--- src/core/sclksw_pkg.sv ---
// constants, types and reset state of the system clock source switch
package sclksw_pkg;

  // ----------------------------------------
  // register map and field layout
  // ----------------------------------------
  localparam int ADDR_W = 2;                     // register port address width
  localparam logic [1:0] CTL0_ADDR = 2'h0;       // primary_clock_control_reg
  localparam logic [1:0] CTL1_ADDR = 2'h1;       // divider, peripheral clock, stop keep
  localparam logic [1:0] STAT_ADDR = 2'h2;       // live switch state, read only
  localparam logic [7:0] CTL0_RST = 8'h00;       // locked, system clock from pclk
  localparam logic [7:0] CTL1_RST = 8'h00;       // divide by 1, pclk from precision osc
  localparam logic [7:0] UNLOCK_1 = 8'hE7;       // first unlock value
  localparam logic [7:0] UNLOCK_2 = 8'h18;       // second unlock value
  localparam int UNLOCKED_BIT = 7;               // clock_regs_unlocked_flag in ctl0
  localparam int SEL_LSB = 0;                    // system_clock_source_select, 3 bits
  localparam int DIV_LSB = 0;                    // divider exponent in ctl1, 3 bits
  localparam int PSEL_LSB = 3;                   // peripheral clock select in ctl1, 2 bits
  localparam int KEEP_BIT = 5;                   // peripheral_clock_stop_keep in ctl1
  localparam int DIV_W = 3;                      // divide by 2**n, n up to 7
  localparam int HCNT_W = 8;                     // half-period edge counter width

  // ----------------------------------------
  // source codes and raw oscillator inputs
  // ----------------------------------------
  localparam logic [2:0] SRC_PCLK = 3'h0;
  localparam logic [2:0] SRC_DCO = 3'h1;
  localparam logic [2:0] SRC_HF = 3'h2;
  localparam logic [2:0] SRC_PLL = 3'h3;
  localparam logic [2:0] SRC_WDT = 3'h4;         // watchdog_osc, highest legal code
  localparam logic [1:0] PCLK_IPO = 2'h0;        // internal_precision_osc
  localparam logic [1:0] PCLK_LOW_FREQ_CRYSTAL_OSC = 2'h1;       // low_freq_crystal_osc
  localparam logic [1:0] PCLK_EXT2 = 2'h2;       // second external clock drive
  localparam int OSC_N = 7;                      // raw vector: dco,hf,pll,wdt,ipo,low_freq_crystal_osc,ext2
  localparam int WDT_NOM_HZ = 10000;             // watchdog osc nominal rate
  localparam int PCLK_NOM_HZ = 32768;            // peripheral clock nominal rate

  // ----------------------------------------
  // types
  // ----------------------------------------
  typedef enum logic [1:0] {
    SW_IDLE = 2'b00,
    SW_DRAIN = 2'b01,
    SW_ARM = 2'b11,
    SW_OPEN = 2'b10
  } sclksw_sw_e;

  typedef struct packed {
    logic [ADDR_W-1:0] addr;
    logic [7:0] wdata;
    logic wr;
    logic rd;
  } sclksw_req_s;

  typedef struct packed {
    logic [OSC_N-1:0] sync1;
    logic [OSC_N-1:0] sync2;
    logic [OSC_N-1:0] sync3;
    logic [7:0] ctl0;
    logic [7:0] ctl1;
    logic stage;
    logic [2:0] cur;
    logic on;
    sclksw_sw_e sw;
    logic mux;
    logic [HCNT_W-1:0] hcnt;
    logic [DIV_W-1:0] div_act;
    logic sclk;
    logic [1:0] pcur;
    logic pon;
    logic pclk;
    logic [7:0] rdata;
  } sclksw_state_s;

  localparam sclksw_state_s STATE_RST = '{
    sync1: '0, sync2: '0, sync3: '0, ctl0: CTL0_RST, ctl1: CTL1_RST, stage: 1'b0,
    cur: SRC_PCLK, on: 1'b1, sw: SW_IDLE, mux: 1'b0, hcnt: '0, div_act: '0,
    sclk: 1'b0, pcur: PCLK_IPO, pon: 1'b1, pclk: 1'b0, rdata: '0};

endpackage

--- src/core/sclksw_top.sv ---
// system clock source switch, divider and peripheral clock selection
`timescale 1ns/1ps
module sclksw_top
  import sclksw_pkg::*;
(
  input wire logic clk,
  input wire logic arst_n,
  input wire sclksw_req_s req,
  input wire logic [OSC_N-1:0] osc_raw,
  input wire logic stop_mode,
  input wire logic fast_recovery_enable,
  output logic [7:0] rdata,
  output logic sys_clk,
  output logic pclk
);

  // ----------------------------------------
  // state and combinational helpers
  // ----------------------------------------
  sclksw_state_s q; // all registered state
  sclksw_state_s d; // next state
  logic [7:0] srcv; // synced system sources, padded so any code indexes safely
  logic [3:0] pv; // synced peripheral sources, code 3 reads low
  logic [3:0] pvp; // the same sources one cycle earlier, for fall detection
  logic [2:0] sel; // requested system source
  logic sel_ok; // requested code names a real source
  logic [1:0] psel; // requested peripheral source
  logic pbit; // current peripheral source level
  logic allow; // peripheral clock may run now
  logic [HCNT_W-1:0] lim; // edges per output half period, minus one
  logic wr0; // write to ctl0
  logic unl; // registers unlocked

  // ----------------------------------------
  // next state
  // ----------------------------------------
  // oscillators are sampled on clk, so every switch decision works on clean levels;
  // the trade is that sources must run well below half the clk rate
  always_comb begin
    d = q;
    d.sync1 = osc_raw;
    d.sync2 = q.sync1;
    d.sync3 = q.sync2; // edge history only, never a sync stage
    srcv = {3'h0, q.sync2[3], q.sync2[2], q.sync2[1], q.sync2[0], q.pclk};
    pv = {1'b0, q.sync2[6], q.sync2[5], q.sync2[4]};
    pvp = {1'b0, q.sync3[6], q.sync3[5], q.sync3[4]};
    sel = q.ctl0[SEL_LSB +: 3];
    sel_ok = (sel <= SRC_WDT);
    psel = q.ctl1[PSEL_LSB +: 2];
    pbit = pv[q.pcur];
    unl = q.ctl0[UNLOCKED_BIT];
    wr0 = req.wr && (req.addr == CTL0_ADDR);

    // unlock sequence and ctl0 writes
    if (wr0) begin
      if (unl) begin
        d.ctl0 = req.wdata; // unlock values simply load here
      end else if (q.stage && (req.wdata == UNLOCK_2)) begin
        d.ctl0[UNLOCKED_BIT] = 1'b1; // second value completes the unlock
        d.stage = 1'b0;
      end else begin
        d.stage = (req.wdata == UNLOCK_1); // other values restart the sequence
      end
    end
    // ctl1 only changes while unlocked
    if (req.wr && (req.addr == CTL1_ADDR) && unl) begin
      d.ctl1 = req.wdata;
    end

    // read data stands for one cycle only
    d.rdata = 8'h00;
    if (req.rd) begin
      case (req.addr)
        CTL0_ADDR: d.rdata = q.ctl0;
        CTL1_ADDR: d.rdata = q.ctl1;
        STAT_ADDR: d.rdata = {1'b0, q.pon, q.sw != SW_IDLE, q.pcur, q.cur};
        default: d.rdata = 8'h00; // unmapped reads as zero
      endcase
    end

    // system source switch: drain old, see a high of the new, open on its fall
    unique case (q.sw)
      SW_IDLE: begin
        if (sel_ok && (sel != q.cur)) begin
          d.sw = SW_DRAIN;
        end
      end
      SW_DRAIN: begin
        // gate the old source only in its low phase
        if (!srcv[q.cur]) begin
          d.on = 1'b0;
          d.cur = sel_ok ? sel : q.cur;
          d.sw = SW_ARM;
        end
      end
      SW_ARM: begin
        // a low level alone may be its last cycle, which would cut the low phase short
        if (srcv[q.cur]) begin
          d.sw = SW_OPEN;
        end
      end
      SW_OPEN: begin
        // open the new source at the start of its low phase
        if (!srcv[q.cur]) begin
          d.on = 1'b1;
          d.sw = SW_IDLE;
        end
      end
    endcase
    d.mux = q.on & srcv[q.cur];

    // divider counts half periods of the muxed source
    lim = HCNT_W'((9'h001 << q.div_act) - 9'h001);
    if (d.mux != q.mux) begin
      if (q.hcnt == lim) begin
        d.hcnt = '0;
        d.sclk = ~q.sclk;
        // new ratio only at a period start, so no half is cut
        if (!q.sclk) begin
          d.div_act = q.ctl1[DIV_LSB +: DIV_W];
        end
      end else begin
        d.hcnt = q.hcnt + 1'b1;
      end
    end

    // peripheral clock: select and stop gating move in low phases only
    allow = !stop_mode ||
      (q.ctl1[KEEP_BIT] && ((q.pcur != PCLK_IPO) || fast_recovery_enable));
    if (!pbit) begin
      // the new source must have just fallen, so the pclk low phase is never cut short
      if ((psel <= PCLK_EXT2) && (psel != q.pcur) && pvp[psel] && !pv[psel]) begin
        d.pcur = psel;
      end
      d.pon = allow;
    end
    d.pclk = q.pon & pbit; // dco reference and peripheral clock
  end

  // ----------------------------------------
  // state register
  // ----------------------------------------
  always_ff @(posedge clk or negedge arst_n) begin
    if (!arst_n) begin
      q <= STATE_RST;
    end else begin
      q <= d;
    end
  end

  assign rdata = q.rdata;
  assign sys_clk = q.sclk;
  assign pclk = q.pclk;
endmodule

--- config.mk ---
export PLATFORM = sky130hd
export DESIGN_NAME = sclksw_top
export DESIGN_NICKNAME = d
export VERILOG_FILES = /design/src/core/sclksw_pkg.sv /design/src/core/sclksw_top.sv
export SDC_FILE = /design/constraint.sdc
export NUM_CORES = 1
export LEC_CHECK = 0
export ABC_AREA = 1
export BUFFER_PORTS_ARGS = -buffer_cell sky130_fd_sc_hd__buf_2
export CAP_MARGIN = 30
export CORE_MARGIN = 2
export CORE_UTILIZATION = 50
export DETAILED_ROUTE_END_ITERATION = 6
export MAX_ROUTING_LAYER = met4
export PLACE_DENSITY = 0.8
export SYNTH_ARGS = -nofsm -noshare
export SYNTH_HDL_FRONTEND = slang
export SYNTH_SLANG_ARGS = --single-unit
--- constraint.sdc ---
create_clock -name clk -period 1.7 [get_ports clk]
set_input_delay 0 -clock clk [delete_from_list [all_inputs] [get_ports clk]]
set_output_delay 0 -clock clk [all_outputs]
set_load 0.05 [all_outputs]
# Yosys cells after proc, flatten, opt, wreduce, memory -nomap -nowiden
# Cells that the tools add are included.
[totals]
regBits = 69
latchBits = 0
ramBits = 0
mem_bits_ro = 0
input_bits = 23
word_cells = 93
memories = 0
[op_classes]
addsub = 2
n_mul = 0
n_div = 0
magnitude_cmp = 5
eq_ne = 15
shifts = 1
mux = 20
bitwise_logic = 6
reduce_logical = 26
[op_table]
columns = ["cell", "n"]
rows = [
  ["$pmux W8 S3", 1],
  ["$mux W8", 2],
  ["$logic_and A1 B1 Y1", 9],
  ["$reduce_and A3 Y1", 3],
  ["$add A8 B1 Y8 const B", 1],
  ["$eq A8 B5 Y1 const B", 1],
  ["$eq A8 B8 Y1", 1],
  ["$eq A8 B8 Y1 const B", 1],
  ["$ne A2 B2 Y1 const B", 4],
  ["$pmux W2 S4", 1],
  ["$reduce_and A2 Y1", 4],
  ["$shl A1 B3 Y8 const A", 1],
  ["$sub A8 B1 Y8 const B", 1],
  ["$mux W1", 7],
  ["$bmux W1 S2", 3],
  ["$eq A2 B2 Y1 const B", 3],
  ["$lt A2 B3 Y1 const B", 2],
  ["$mux W3", 2],
  ["$reduce_bool A2 Y1", 3],
  ["$eq A2 B1 Y1 const B", 2],
  ["$logic_not A2 Y1", 2],
  ["$lt A3 B4 Y1 const B", 1],
  ["$mux W2", 2],
  ["$not A1 Y1", 4],
  ["11 further kinds", 14],
]

# Depth between registers and ports, before layout
# Gate-level depths: netlist (run 1).
[logic_depth]
word_depth = 5
ltp_mapped = 12

# Least setup slack after synthesis (run 1)
# Ideal clock, no wire load.
[synth_timing]
kind = "register -> register"
startpoint = "register q (netlist bit pclk)"
endpoint = "register q[23] (netlist bit)"
arrival_ns = 1.486
required_time_ns = 1.580
path_slack_ns = 0.095
path_stages_with_launch = 13
path_buffers = 1
path_cell_list = "dfrtp_1 -> inv_1 -> nand2_1 -> nand3_1 -> nand2_1 -> nand2_1 -> nand2_2 -> nand2_1 -> nand2_2 -> nand2_4 -> buf_6 -> nand3b_1 -> nand2_1"
[synth_via]
elab_chain_len = 4
[synth_lines]
columns = ["element", "line", "text"]
rows = [
  ["start, declared", "sclksw_top.sv:20", "sclksw_state_s q;"],
  ["start signal, assigned", "sclksw_top.sv:145", "q <= STATE_RST;"],
  ["start signal, assigned", "sclksw_top.sv:147", "q <= d;"],
  ["$bmux W1 S3", "sclksw_top.sv:110", "d.mux = q.on & srcv[q.cur];"],
  ["$mux W1 (not written as such)", "sclksw_top.sv:110", ""],
  ["$and A1 B1 Y1", "sclksw_top.sv:110", ""],
  ["$ne A1 B1 Y1", "sclksw_top.sv:114", "if (d.mux != q.mux) begin"],
]
# Every way passes these cells. The select of a mux whose other input is x is not followed.
# A chain may end at the register's enable or synchronous reset.

# Worst setup path after layout (run 1)
[layout_timing]
startpoint = "register q[13] (netlist bit)"
endpoint = "register q[14] (netlist bit)"
[layout_via]
elab_chain_len = 4
[layout_lines]
columns = ["element", "line", "text"]
rows = [
  ["$shl A1 B3 Y8", "sclksw_top.sv:113", "lim = HCNT_W'((9'h001 << q.div_act) - 9'h001);"],
  ["$sub A8 B1 Y8", "sclksw_top.sv:113", ""],
  ["$eq A8 B8 Y1", "sclksw_top.sv:115", "if (q.hcnt == lim) begin"],
  ["$reduce_and A3 Y1 (no source line)", "-", ""],
]
# Every way passes these cells.

==> results of run 1 <==
[power breakdown]
part	total [W]	internal, W	switching [W]
clock	0.00155	0.000982	0.000571
sequential	0.00170	0.00163	0.0000670
combinational	0.000481	0.000182	0.000300
total	0.00373	0.00280	0.000938
[critical path, delay by kind of cell, from the launching register on]
kind | cells | cell delay (ns)
flops | 1 | 0.45
simple gates | 10 | 1.04
[layer usage]
metal / GRT usage [%] / vias to the layer above
li1: - / 1195
met1: 24.1 / 1140
met2: 34.0 / 71
met3: 5.82 / 8
met4: 8.47 / 0
met5: - / -
[kinds of logic after synthesis]
kind of cell	count (synthesis)	synth area share, %
xor+xnor	8	2.34
simple gates	151	23.8
compound gates	52	10.2
flops	65	54.3
fa+ha+maj	1	0.417
mux	1	0.376
buf+inv	58	8.51
[state kept, by name (all words and copies together) (netlist names)]
signal and count:
q 36, d 14, rdata 8, pvp 3, psel 2, pclk 1, sys_clk 1
[cell usage after synthesis, types with 2 or more instances]
cell       n
nand2_1   88
dfrtp_1   63
inv_1     45
o21ai_0   32
nand3_1   22
nor2_1    13
buf_4      8
nand4_1    6
o21ai_2    5
o31ai_1    5
xor2_1     5
a21oi_1    3
nand2_2    3
nand3b_1   3
xnor2_1    3
a21boi_0   2
clkbuf_1   2
dfstp_2    2
inv_2      2
nand3_2    2
nor2_4     2
nor3_1     2
nor4_1     2
o211ai_1   2
or2_2      2
[stage by stage]
| step | instances | power [W] | setup TNS [ns] | hold slack [ns] |
|---|---|---|---|---|
| after global placement | 434 | 0.00208 | 0 | -0.0114 |
| after detailed placement | 434 | 0.00210 | 0 | -0.00637 |
| final | 477 | 0.00373 | 0 | 0.0591 |
| after global routing | 477 | 0.00391 | -0.0552 | 0.0823 |
| after CTS | 471 | 0.00369 | 0 | 0.0509 |
| after floorplan | 336 | 0.00197 | 0 | -0.296 |
[final cells by class]
class	instances	area, sq um
clock buffers	10	128
clock inverters	6	116
fillers	454	2120
inverters	47	176
multi-input cells	213	1140
flip-flops and latches	65	1630
well taps	75	93.8
repair buffers	61	443
[worst max-delay path by stage]
stage	startpoint	end	slack (ns)	depth (start not counted)
after floorplan	pclk$_DFF_PN0_	q[23]$_DFFE_PN0N_	0.09	12
after global placement	q[15]$_DFFE_PN0P_	q[19]$_DFFE_PN0N_	0.14	8
after detailed placement	q[15]$_DFFE_PN0P_	q[16]$_DFFE_PN0N_	0.08	8
after CTS	q[15]$_DFFE_PN0P_	q[16]$_DFFE_PN0N_	0.06	8
after global routing	q[28]$_DFFE_PN0P_	q[29]$_DFFE_PN0P_	-0.03	9
final	q[13]$_DFFE_PN0P_	q[14]$_DFFE_PN0P_	0.10	10
[repair_timing]
| item | in CTS | in global routing |
|---|---|---|
| gates resized for setup | 0 | 11 |
| setup endpoints to repair | 0 | 15 |
| endpoints found under the hold margin | 50 | 0 |
| hold buffers | 21 | 0 |
| buffers inserted | 0 | 6 |
==> out/metrics.cfg, run 1 <==
[grt]
track_usage_pct=20.7
grt_overflow=0
grt_max_degree=47
antenna_found_initial=0
grt_pass1_wl_mm=10.0
grt_pass1_vias=2349

[yosys]
syn_nets=360
synth_top_area_share_pct=52.6
synthTopCellsByArea=dfrtp_1 53%, nand2_1 11%, inv_1 5.6%, o21ai_0 5.3%, nand3_1 3.7%
ys.flop_type=dfrtp_1
async_flop_share_pct=100
postSynthCellCount=336
synthesis.area_sq_mm=0.00300
yosysSeqAreaShare_pct=54.3
syn_avg_cell_area_sq_um=8.92
synth_seq_cells=65
synth_cell_types=37
yosys_warnings=0
synth_top_cell_by_area=dfrtp_1
synth_edf_count=0

[drt]
dr.pass1.iters=4
wl_met3_um=280
drt_wl_total_mm=5.98
viasPerCell=5.06
postRouteAntennaNets=0
route.detailed.drc=0
routedWlPerCell_um=12.5
top_layer_used=met4
wl_met1_mm=2.58
dr_total_vias=2414
met2_wirelength_mm=3.05
drt-initial-drc-count=141

[sta]
tightest_slew_ns=0.492
clock.fmax_mhz=626
period_minus_slack_ns=1.60
setup_ws_ns=0.102
relSlewSlack_pct=67.2
finalSetupViolCount=0
hold_viol_final=0
skew_ns=0.00626
slew_viol_final=0
finalCritPeriodShare_pct=94.0

[cts]
cts_root_buffer=clkbuf_8
cts.path.max_buffers=2
h-tree-depth=3
path_clk_slew_ns=0.07
cts_tree=built
cts_buffers=9
clk_latency_ns=0.33
cts.sinks=65

[flow_run]
drv_cap=0

[worst_setup_path]
path_cells=nor2_1 -> nand2_1 -> nand3_1 -> nand2_1 -> nor2_2 -> nand2_1 -> nor2_4 -> nand3_4 -> nand2_1 -> nand2_1
required_ns=1.92
worstSetupStartpointType=flip-flop
path_class=flip-flop to flip-flop
r2r_setup_slack_ns=0.10
reg2reg_to=q[14]$_DFFE_PN0P_
slowest_delay_ns=0.45
r2r_cells=10
r2r_start=q[13]$_DFFE_PN0P_
cp_max_fo=6
critPathArrivalTime_ns=1.81
critPathCaptureType=flip-flop
cp_slowest_cell=dfrtp_1
crit_path_frequent_cell=nand2_1

[place]
dp_hpwl_mm=4.18
port_buffers=32
gp_congestion=0.907
dpl_cell_area_sq_mm=0.00320
place_ws_ns=0.0805

[min_path]
holdPathStages=4
hold_class=input pin to flip-flop
min_from=req[11]
hold_path_end=rdata[7]$_DFF_PN0_

[cells_and_area]
final_area_sq_mm=0.00373
antennaDiodeCount=0
final_util_pct=63.8
area_delta_synth_final_pct=24.4
layout_common_cells=86 x nand2_1, 61 x dfrtp_1, 45 x inv_1
drive_gt1_share_pct=21.6
final_common_cell=nand2_1
finalNetCount=421

[status]
status=complete, no violations

[floorplanning]
die_y_um=81.4
dieArea_sq_mm=0.00663
pin_count=33
row_count=28
core_area_sq_mm=0.00585
initial_utilization_pct=51.2
dieWidth_um=81.4

[pwr]
leakage_nw=1.85
ir_drop_mv=0.635
power_density_mw_per_mm2=1000

(Power assumes the default switching activity.)
==> run 2, diff against run 1 <==
--- a/config.mk
+++ b/config.mk
@@ -13,6 +13,7 @@
 export DETAILED_ROUTE_END_ITERATION = 6
 export MAX_ROUTING_LAYER = met4
 export PLACE_DENSITY = 0.8
+export REMOVE_ABC_BUFFERS = 1
 export SYNTH_ARGS = -nofsm -noshare
 export SYNTH_HDL_FRONTEND = slang
 export SYNTH_SLANG_ARGS = --single-unit
==> constraint.sdc (replaced) <==
create_clock -name clk -period 1.6 [get_ports clk]
set_input_delay 0 -clock clk [delete_from_list [all_inputs] [get_ports clk]]
set_output_delay 0 -clock clk [all_outputs]
set_load 0.05 [all_outputs]
==> run 2 against run 1 <==
Compared with the run above: the flow now finishes with violations (setup timing); clock power rose by 10%; combinational power rose by 18%; die area did not move; sequential share of layout area fell by 2.1 points; critical path type unchanged; critical endpoint is now q[13]$_DFFE_PN0P_.
==> out/metrics.cfg, run 2 (synthesized netlist as in run 1, its figures left out) <==
[drt]
drt_wl_total_mm=6.59
routedWlPerCell_um=13.7
drt-initial-drc-count=179
dr_total_vias=2483
route.detailed.drc=0
postRouteAntennaNets=0
viasPerCell=5.14
dr.pass1.iters=4

[grt]
track_usage_pct=22.3
antenna_found_initial=0
grt_pass1_wl_mm=10.7
grt_pass1_vias=2449
grt_overflow=0
grt_max_degree=66

[place]
gp_congestion=0.909
dpl_cell_area_sq_mm=0.00321
place_ws_ns=-0.0679
dp_hpwl_mm=3.97
port_buffers=32

[floorplanning]
dieArea_sq_mm=0.00663
pin_count=33
row_count=28
initial_utilization_pct=51.2
dieWidth_um=81.4
die_y_um=81.4
core_area_sq_mm=0.00585

[sta]
clock.fmax_mhz=621
grt_setup_unrepaired=true
fin_tns_setup_ns=-0.0169
finalCritPeriodShare_pct=101
hold_viol_final=0
period_minus_slack_ns=1.61
finalSetupViolCount=3
tightest_slew_ns=0.438
relSlewSlack_pct=70.7
setup_ws_ns=-0.0113
whs_ns=0.0366
skew_ns=0.00767
slew_viol_final=0

[cells_and_area]
largest_register_ffs=36
area_delta_synth_final_pct=31.1
largest-register=q
final_area_sq_mm=0.00393
drive_gt1_share_pct=29.2
antennaDiodeCount=0
final_util_pct=67.2
final_common_cell=nand2_1
layout_common_cells=76 x nand2_1, 58 x dfrtp_1, 42 x inv_1
finalNetCount=427

[worst_setup_path]
critPathArrivalTime_ns=1.84
r2r_setup_slack_ns=-0.01
critPathCaptureType=flip-flop
required_ns=1.83
path_class=flip-flop to flip-flop
worstSetupStartpointType=flip-flop
cp_max_fo=5

[cts]
cts_root_buffer=clkbuf_8
cts_buffers=9
clk_latency_ns=0.34
cts.path.max_buffers=2
path_clk_slew_ns=0.07
cts.sinks=65
h-tree-depth=3
cts_tree=built

[min_path]
hold_class=input pin to flip-flop

[status]
status=complete, but fails checks
failed_checks=setup timing

[pwr]
p_int_w=0.00303
leakage_nw=1.93
clkPwrFrac_pct=41.9
swShare_pct=25.9
p_comb_share_pct=13.8
switchingPower_w=0.00106
pwr-share-seq_pct=44.3
ir_drop_mv=0.651
power_density_mw_per_mm2=1040

[flow_run]
drv_cap=0

## run 2: cell count changes in the layout (fill, tap and decap cells not counted), sizes merged
cell / previous run / this run
buf: 40 / 46
clkinv: 3 / 2
clkinvlp: 0 / 1
dlygate4sd3: 21 / 20
nand2: 92 / 93
## run 2: layout make-up
cell class	instances	area, sq um
clock buffers	10	138
clock inverters	6	115
fillers	446	1920
inverters	47	176
multi-input cells	214	1270
flip-flops and latches	65	1640
well taps	75	93.8
repair buffers	66	505
## run 2: final timing paths
| check | startpoint | endpoint | cells after the start |
|---|---|---|---|
| setup / recovery | q[14]$_DFFE_PN0P_ | q[13]$_DFFE_PN0P_ | 11 |
| hold / removal | req[1] | q[47]$_DFFE_PN0P_ | 4 |
| setup reg to reg | q[14]$_DFFE_PN0P_ | q[13]$_DFFE_PN0P_ | 11 |
| hold reg to reg | d[61]$_DFF_PN0_ | d[54]$_DFF_PN0_ | 0 |
| max in group asynchronous | arst_n | q[9]$_DFFE_PN1N_ | 3 |
| min in group asynchronous | arst_n | rdata[2]$_DFF_PN0_ | 3 |
## run 2: repair_timing
item / CTS / global route
pin swaps: 3 / 21
endpoints found under the hold margin: 94 / 0
buffers inserted: 2 / 9
endpoints found under the setup margin: 14 / 16
hold buffers: 20 / 0
gates resized for setup: 7 / 42
cloned: 0 / 1
## run 2: worst max-delay path, cell delays in order (launching register included)
cell and delay [ns]:
dfrtp_2 0.46, buf_6 0.15, nand2_4 0.07, nand2_2 0.05
nand3_2 0.07, nand2_2 0.08, nor2_4 0.14, nand2_2 0.08
nor2_4 0.16, nand3_4 0.12, nand2_2 0.09, nand2_1 0.05
## run 2: stage by stage
stage,instances,total power (W)
after floorplan,325,0.00208
after global placement,435,0.00222
after detailed placement,435,0.00223
after CTS,473,0.00400
after global routing,483,0.00427
final,483,0.00409
## run 2: metal layers
layer / share of wire (%) / wire length (um) / track usage (%) / vias to the layer above
li1: - / - / - / 1208
met1: 43 / 2850 / 27.1 / 1184
met2: 51 / 3370 / 35.3 / 82
met3: 4.2 / 279 / 5.16 / 9
met4: 1.4 / 95 / 10.7 / 0
met5: 0 / 0 / - / -
## run 2: power groups by stage
stage	combinational, W	sequential (W)	clock (W)
floorplan	0.000206	0.00187	0
global placement	0.000394	0.00182	0
detailed placement	0.000408	0.00182	0
CTS	0.000455	0.00180	0.00175
global route	0.000615	0.00182	0.00183
finish	0.000566	0.00181	0.00171
==> run 3, diff against run 2 <==
--- a/config.mk
+++ b/config.mk
@@ -12,7 +12,7 @@
 export CORE_UTILIZATION = 50
 export DETAILED_ROUTE_END_ITERATION = 6
 export MAX_ROUTING_LAYER = met4
-export PLACE_DENSITY = 0.8
+export PLACE_DENSITY = 0.7
 export REMOVE_ABC_BUFFERS = 1
 export SYNTH_ARGS = -nofsm -noshare
 export SYNTH_HDL_FRONTEND = slang
==> run 3 against run 2 <==
Compared with the run above: final cell count shrank 0.62%; setup slack improved by 0.012 ns; critical path depth is 2 lower; the run now ends clean; clock skew up 0.0023 ns; first-iteration DRC count down 48%; sequential power hardly changed; hold slack worse by 0.022 ns.
==> out/metrics.cfg, run 3 (synthesized netlist as in run 1, its figures left out) <==
[cts]
cts_buffers=9
clk_latency_ns=0.33
h-tree-depth=3
cts.sinks=65
path_clk_slew_ns=0.07
cts.path.max_buffers=2
cts_tree=built
cts_root_buffer=clkbuf_8

[worst_setup_path]
cp_slowest_cell=dfrtp_2
required_ns=1.82
critPathArrivalTime_ns=1.82
path_class=flip-flop to flip-flop
r2r_cells=9
slowest_delay_ns=0.46
crit_path_frequent_cell=nand2_2
reg2reg_to=q[15]$_DFFE_PN0P_
r2r_start=q[13]$_DFFE_PN0P_
critPathCaptureType=flip-flop
cp_max_fo=6
worstSetupStartpointType=flip-flop
r2r_setup_slack_ns=0.0007
path_cells=buf_4 -> o21ai_2 -> nand2_1 -> nor2_4 -> nand2_2 -> nor2_4 -> nand3_4 -> nand2_2 -> nand2_2

[sta]
slew_viol_final=0
finalCritPeriodShare_pct=100
skew_ns=0.0100
finalSetupViolCount=0
fin_tns_setup_ns=0
tightest_slew_ns=0.442
grt_setup_unrepaired=true
relSlewSlack_pct=70.4
period_minus_slack_ns=1.60
hold_viol_final=0
clock.fmax_mhz=625

[floorplanning]
core_area_sq_mm=0.00585
initial_utilization_pct=51.2
pin_count=33
die_y_um=81.4
dieWidth_um=81.4
row_count=28
dieArea_sq_mm=0.00663

[cells_and_area]
final_common_cell=nand2_1
drive_gt1_share_pct=27.7
layout_common_cells=78 x nand2_1, 59 x dfrtp_1, 42 x inv_1
antennaDiodeCount=0
area_delta_synth_final_pct=25.9
largest_register_ffs=36
fin_cells=480
fill_cells=489
largest-register=q
finalNetCount=424

[flow_run]
drv_cap=0

[drt]
route.detailed.drc=0
drt_wl_total_mm=6.26
dr_total_vias=2398
dr.pass1.iters=4
drt-initial-drc-count=93
postRouteAntennaNets=0
routedWlPerCell_um=13.1
viasPerCell=5.00

[grt]
antenna_found_initial=0
grt_overflow=0
track_usage_pct=20.7
grt_pass1_wl_mm=10.1
grt_pass1_vias=2257
grt_max_degree=66

[pwr]
power_density_mw_per_mm2=951
leakage_nw=1.86
ir_drop_mv=0.710

[place]
gp_congestion=0.797
dp_hpwl_mm=3.96
placed_cells=436
port_buffers=32

[min_path]
hold_class=input pin to flip-flop
min_from=fast_recovery_enable
hold_path_end=q[9]$_DFFE_PN1N_
holdPathStages=5

[status]
status=complete, no violations

[run 3: repair_timing]
item | 4_1_cts | 5_1_grt
gates cloned | 0 | 1
hold buffers | 19 | 0
endpoints found under the hold margin | 97 | 0
setup buffers | 0 | 8
resized for setup | 8 | 35
endpoints found under the setup margin | 13 | 16
pin swaps | 3 | 20
[run 3: per-stage QoR]
step                total power [W]  worst slack (ns)  hold WS [ns]  util [%]  area (sq um)
global placement            0.00222            0.0182        0.0422      55.0          3220
global route                0.00378            -0.105        0.0531      64.5          3770
CTS                         0.00352           -0.0152       0.00985      61.6          3610
floorplan                   0.00208           -0.0117        -0.296         -          2920
detailed placement          0.00223           -0.0399        0.0375      55.0          3220
finish                      0.00359          0.000711        0.0148      64.5          3770
[run 3: final cells by class]
| type | instances | area (sq um) | area share, % |
|---|---|---|---|
| multi-input cells | 214 | 1230 | 32.7 |
| well taps | 75 | 93.8 | 2.49 |
| repair buffers | 63 | 453 | 12.0 |
| inverters | 47 | 179 | 4.74 |
| clock buffers | 9 | 124 | 3.28 |
| clock inverters | 7 | 55.1 | 1.46 |
| flip-flops and latches | 65 | 1630 | 43.3 |
[run 3: worst max path at each step]
stage                 startpoint                end  slack [ns]  depth (start not counted)
2_1_floorplan     pclk$_DFF_PN0_  q[18]$_DFFE_PN0N_       -0.01                         11
3_3_place_gp   q[28]$_DFFE_PN0P_  q[18]$_DFFE_PN0N_        0.02                         12
6_report       q[13]$_DFFE_PN0P_  q[15]$_DFFE_PN0P_      0.0007                          9
5_1_grt        q[14]$_DFFE_PN0P_  q[15]$_DFFE_PN0P_       -0.10                         10
3_5_place_dp   q[28]$_DFFE_PN0P_  q[18]$_DFFE_PN0N_       -0.04                         12
4_1_cts        q[28]$_DFFE_PN0P_  q[30]$_DFFE_PN0P_       -0.02                          9
[run 3: report_power, final]
part	leakage, nW	internal, W	switching, W
combinational	0.926	0.000204	0.000340
sequential	0.846	0.00173	0.0000762
clock	0.0862	0.000574	0.000661
total	1.86	0.00251	0.00108
[run 3: per-layer routing]
layer / share of wire (%) / up-vias / global-route usage [%]
li1: - / 1209 / -
met1: 45 / 1118 / 26.8
met2: 51 / 63 / 32.6
met3: 3.1 / 8 / 3.74
met4: 1.1 / 0 / 7.97
met5: 0 / - / -
[run 3: critical path, delay by kind of cell (launching register included)]
kind / cells / cell delay [ns]
AOI/OAI and AO/OA: 1 / 0.13
and+or+nand+nor: 7 / 0.75
DFF: 1 / 0.46
buffers and inverters: 1 / 0.15
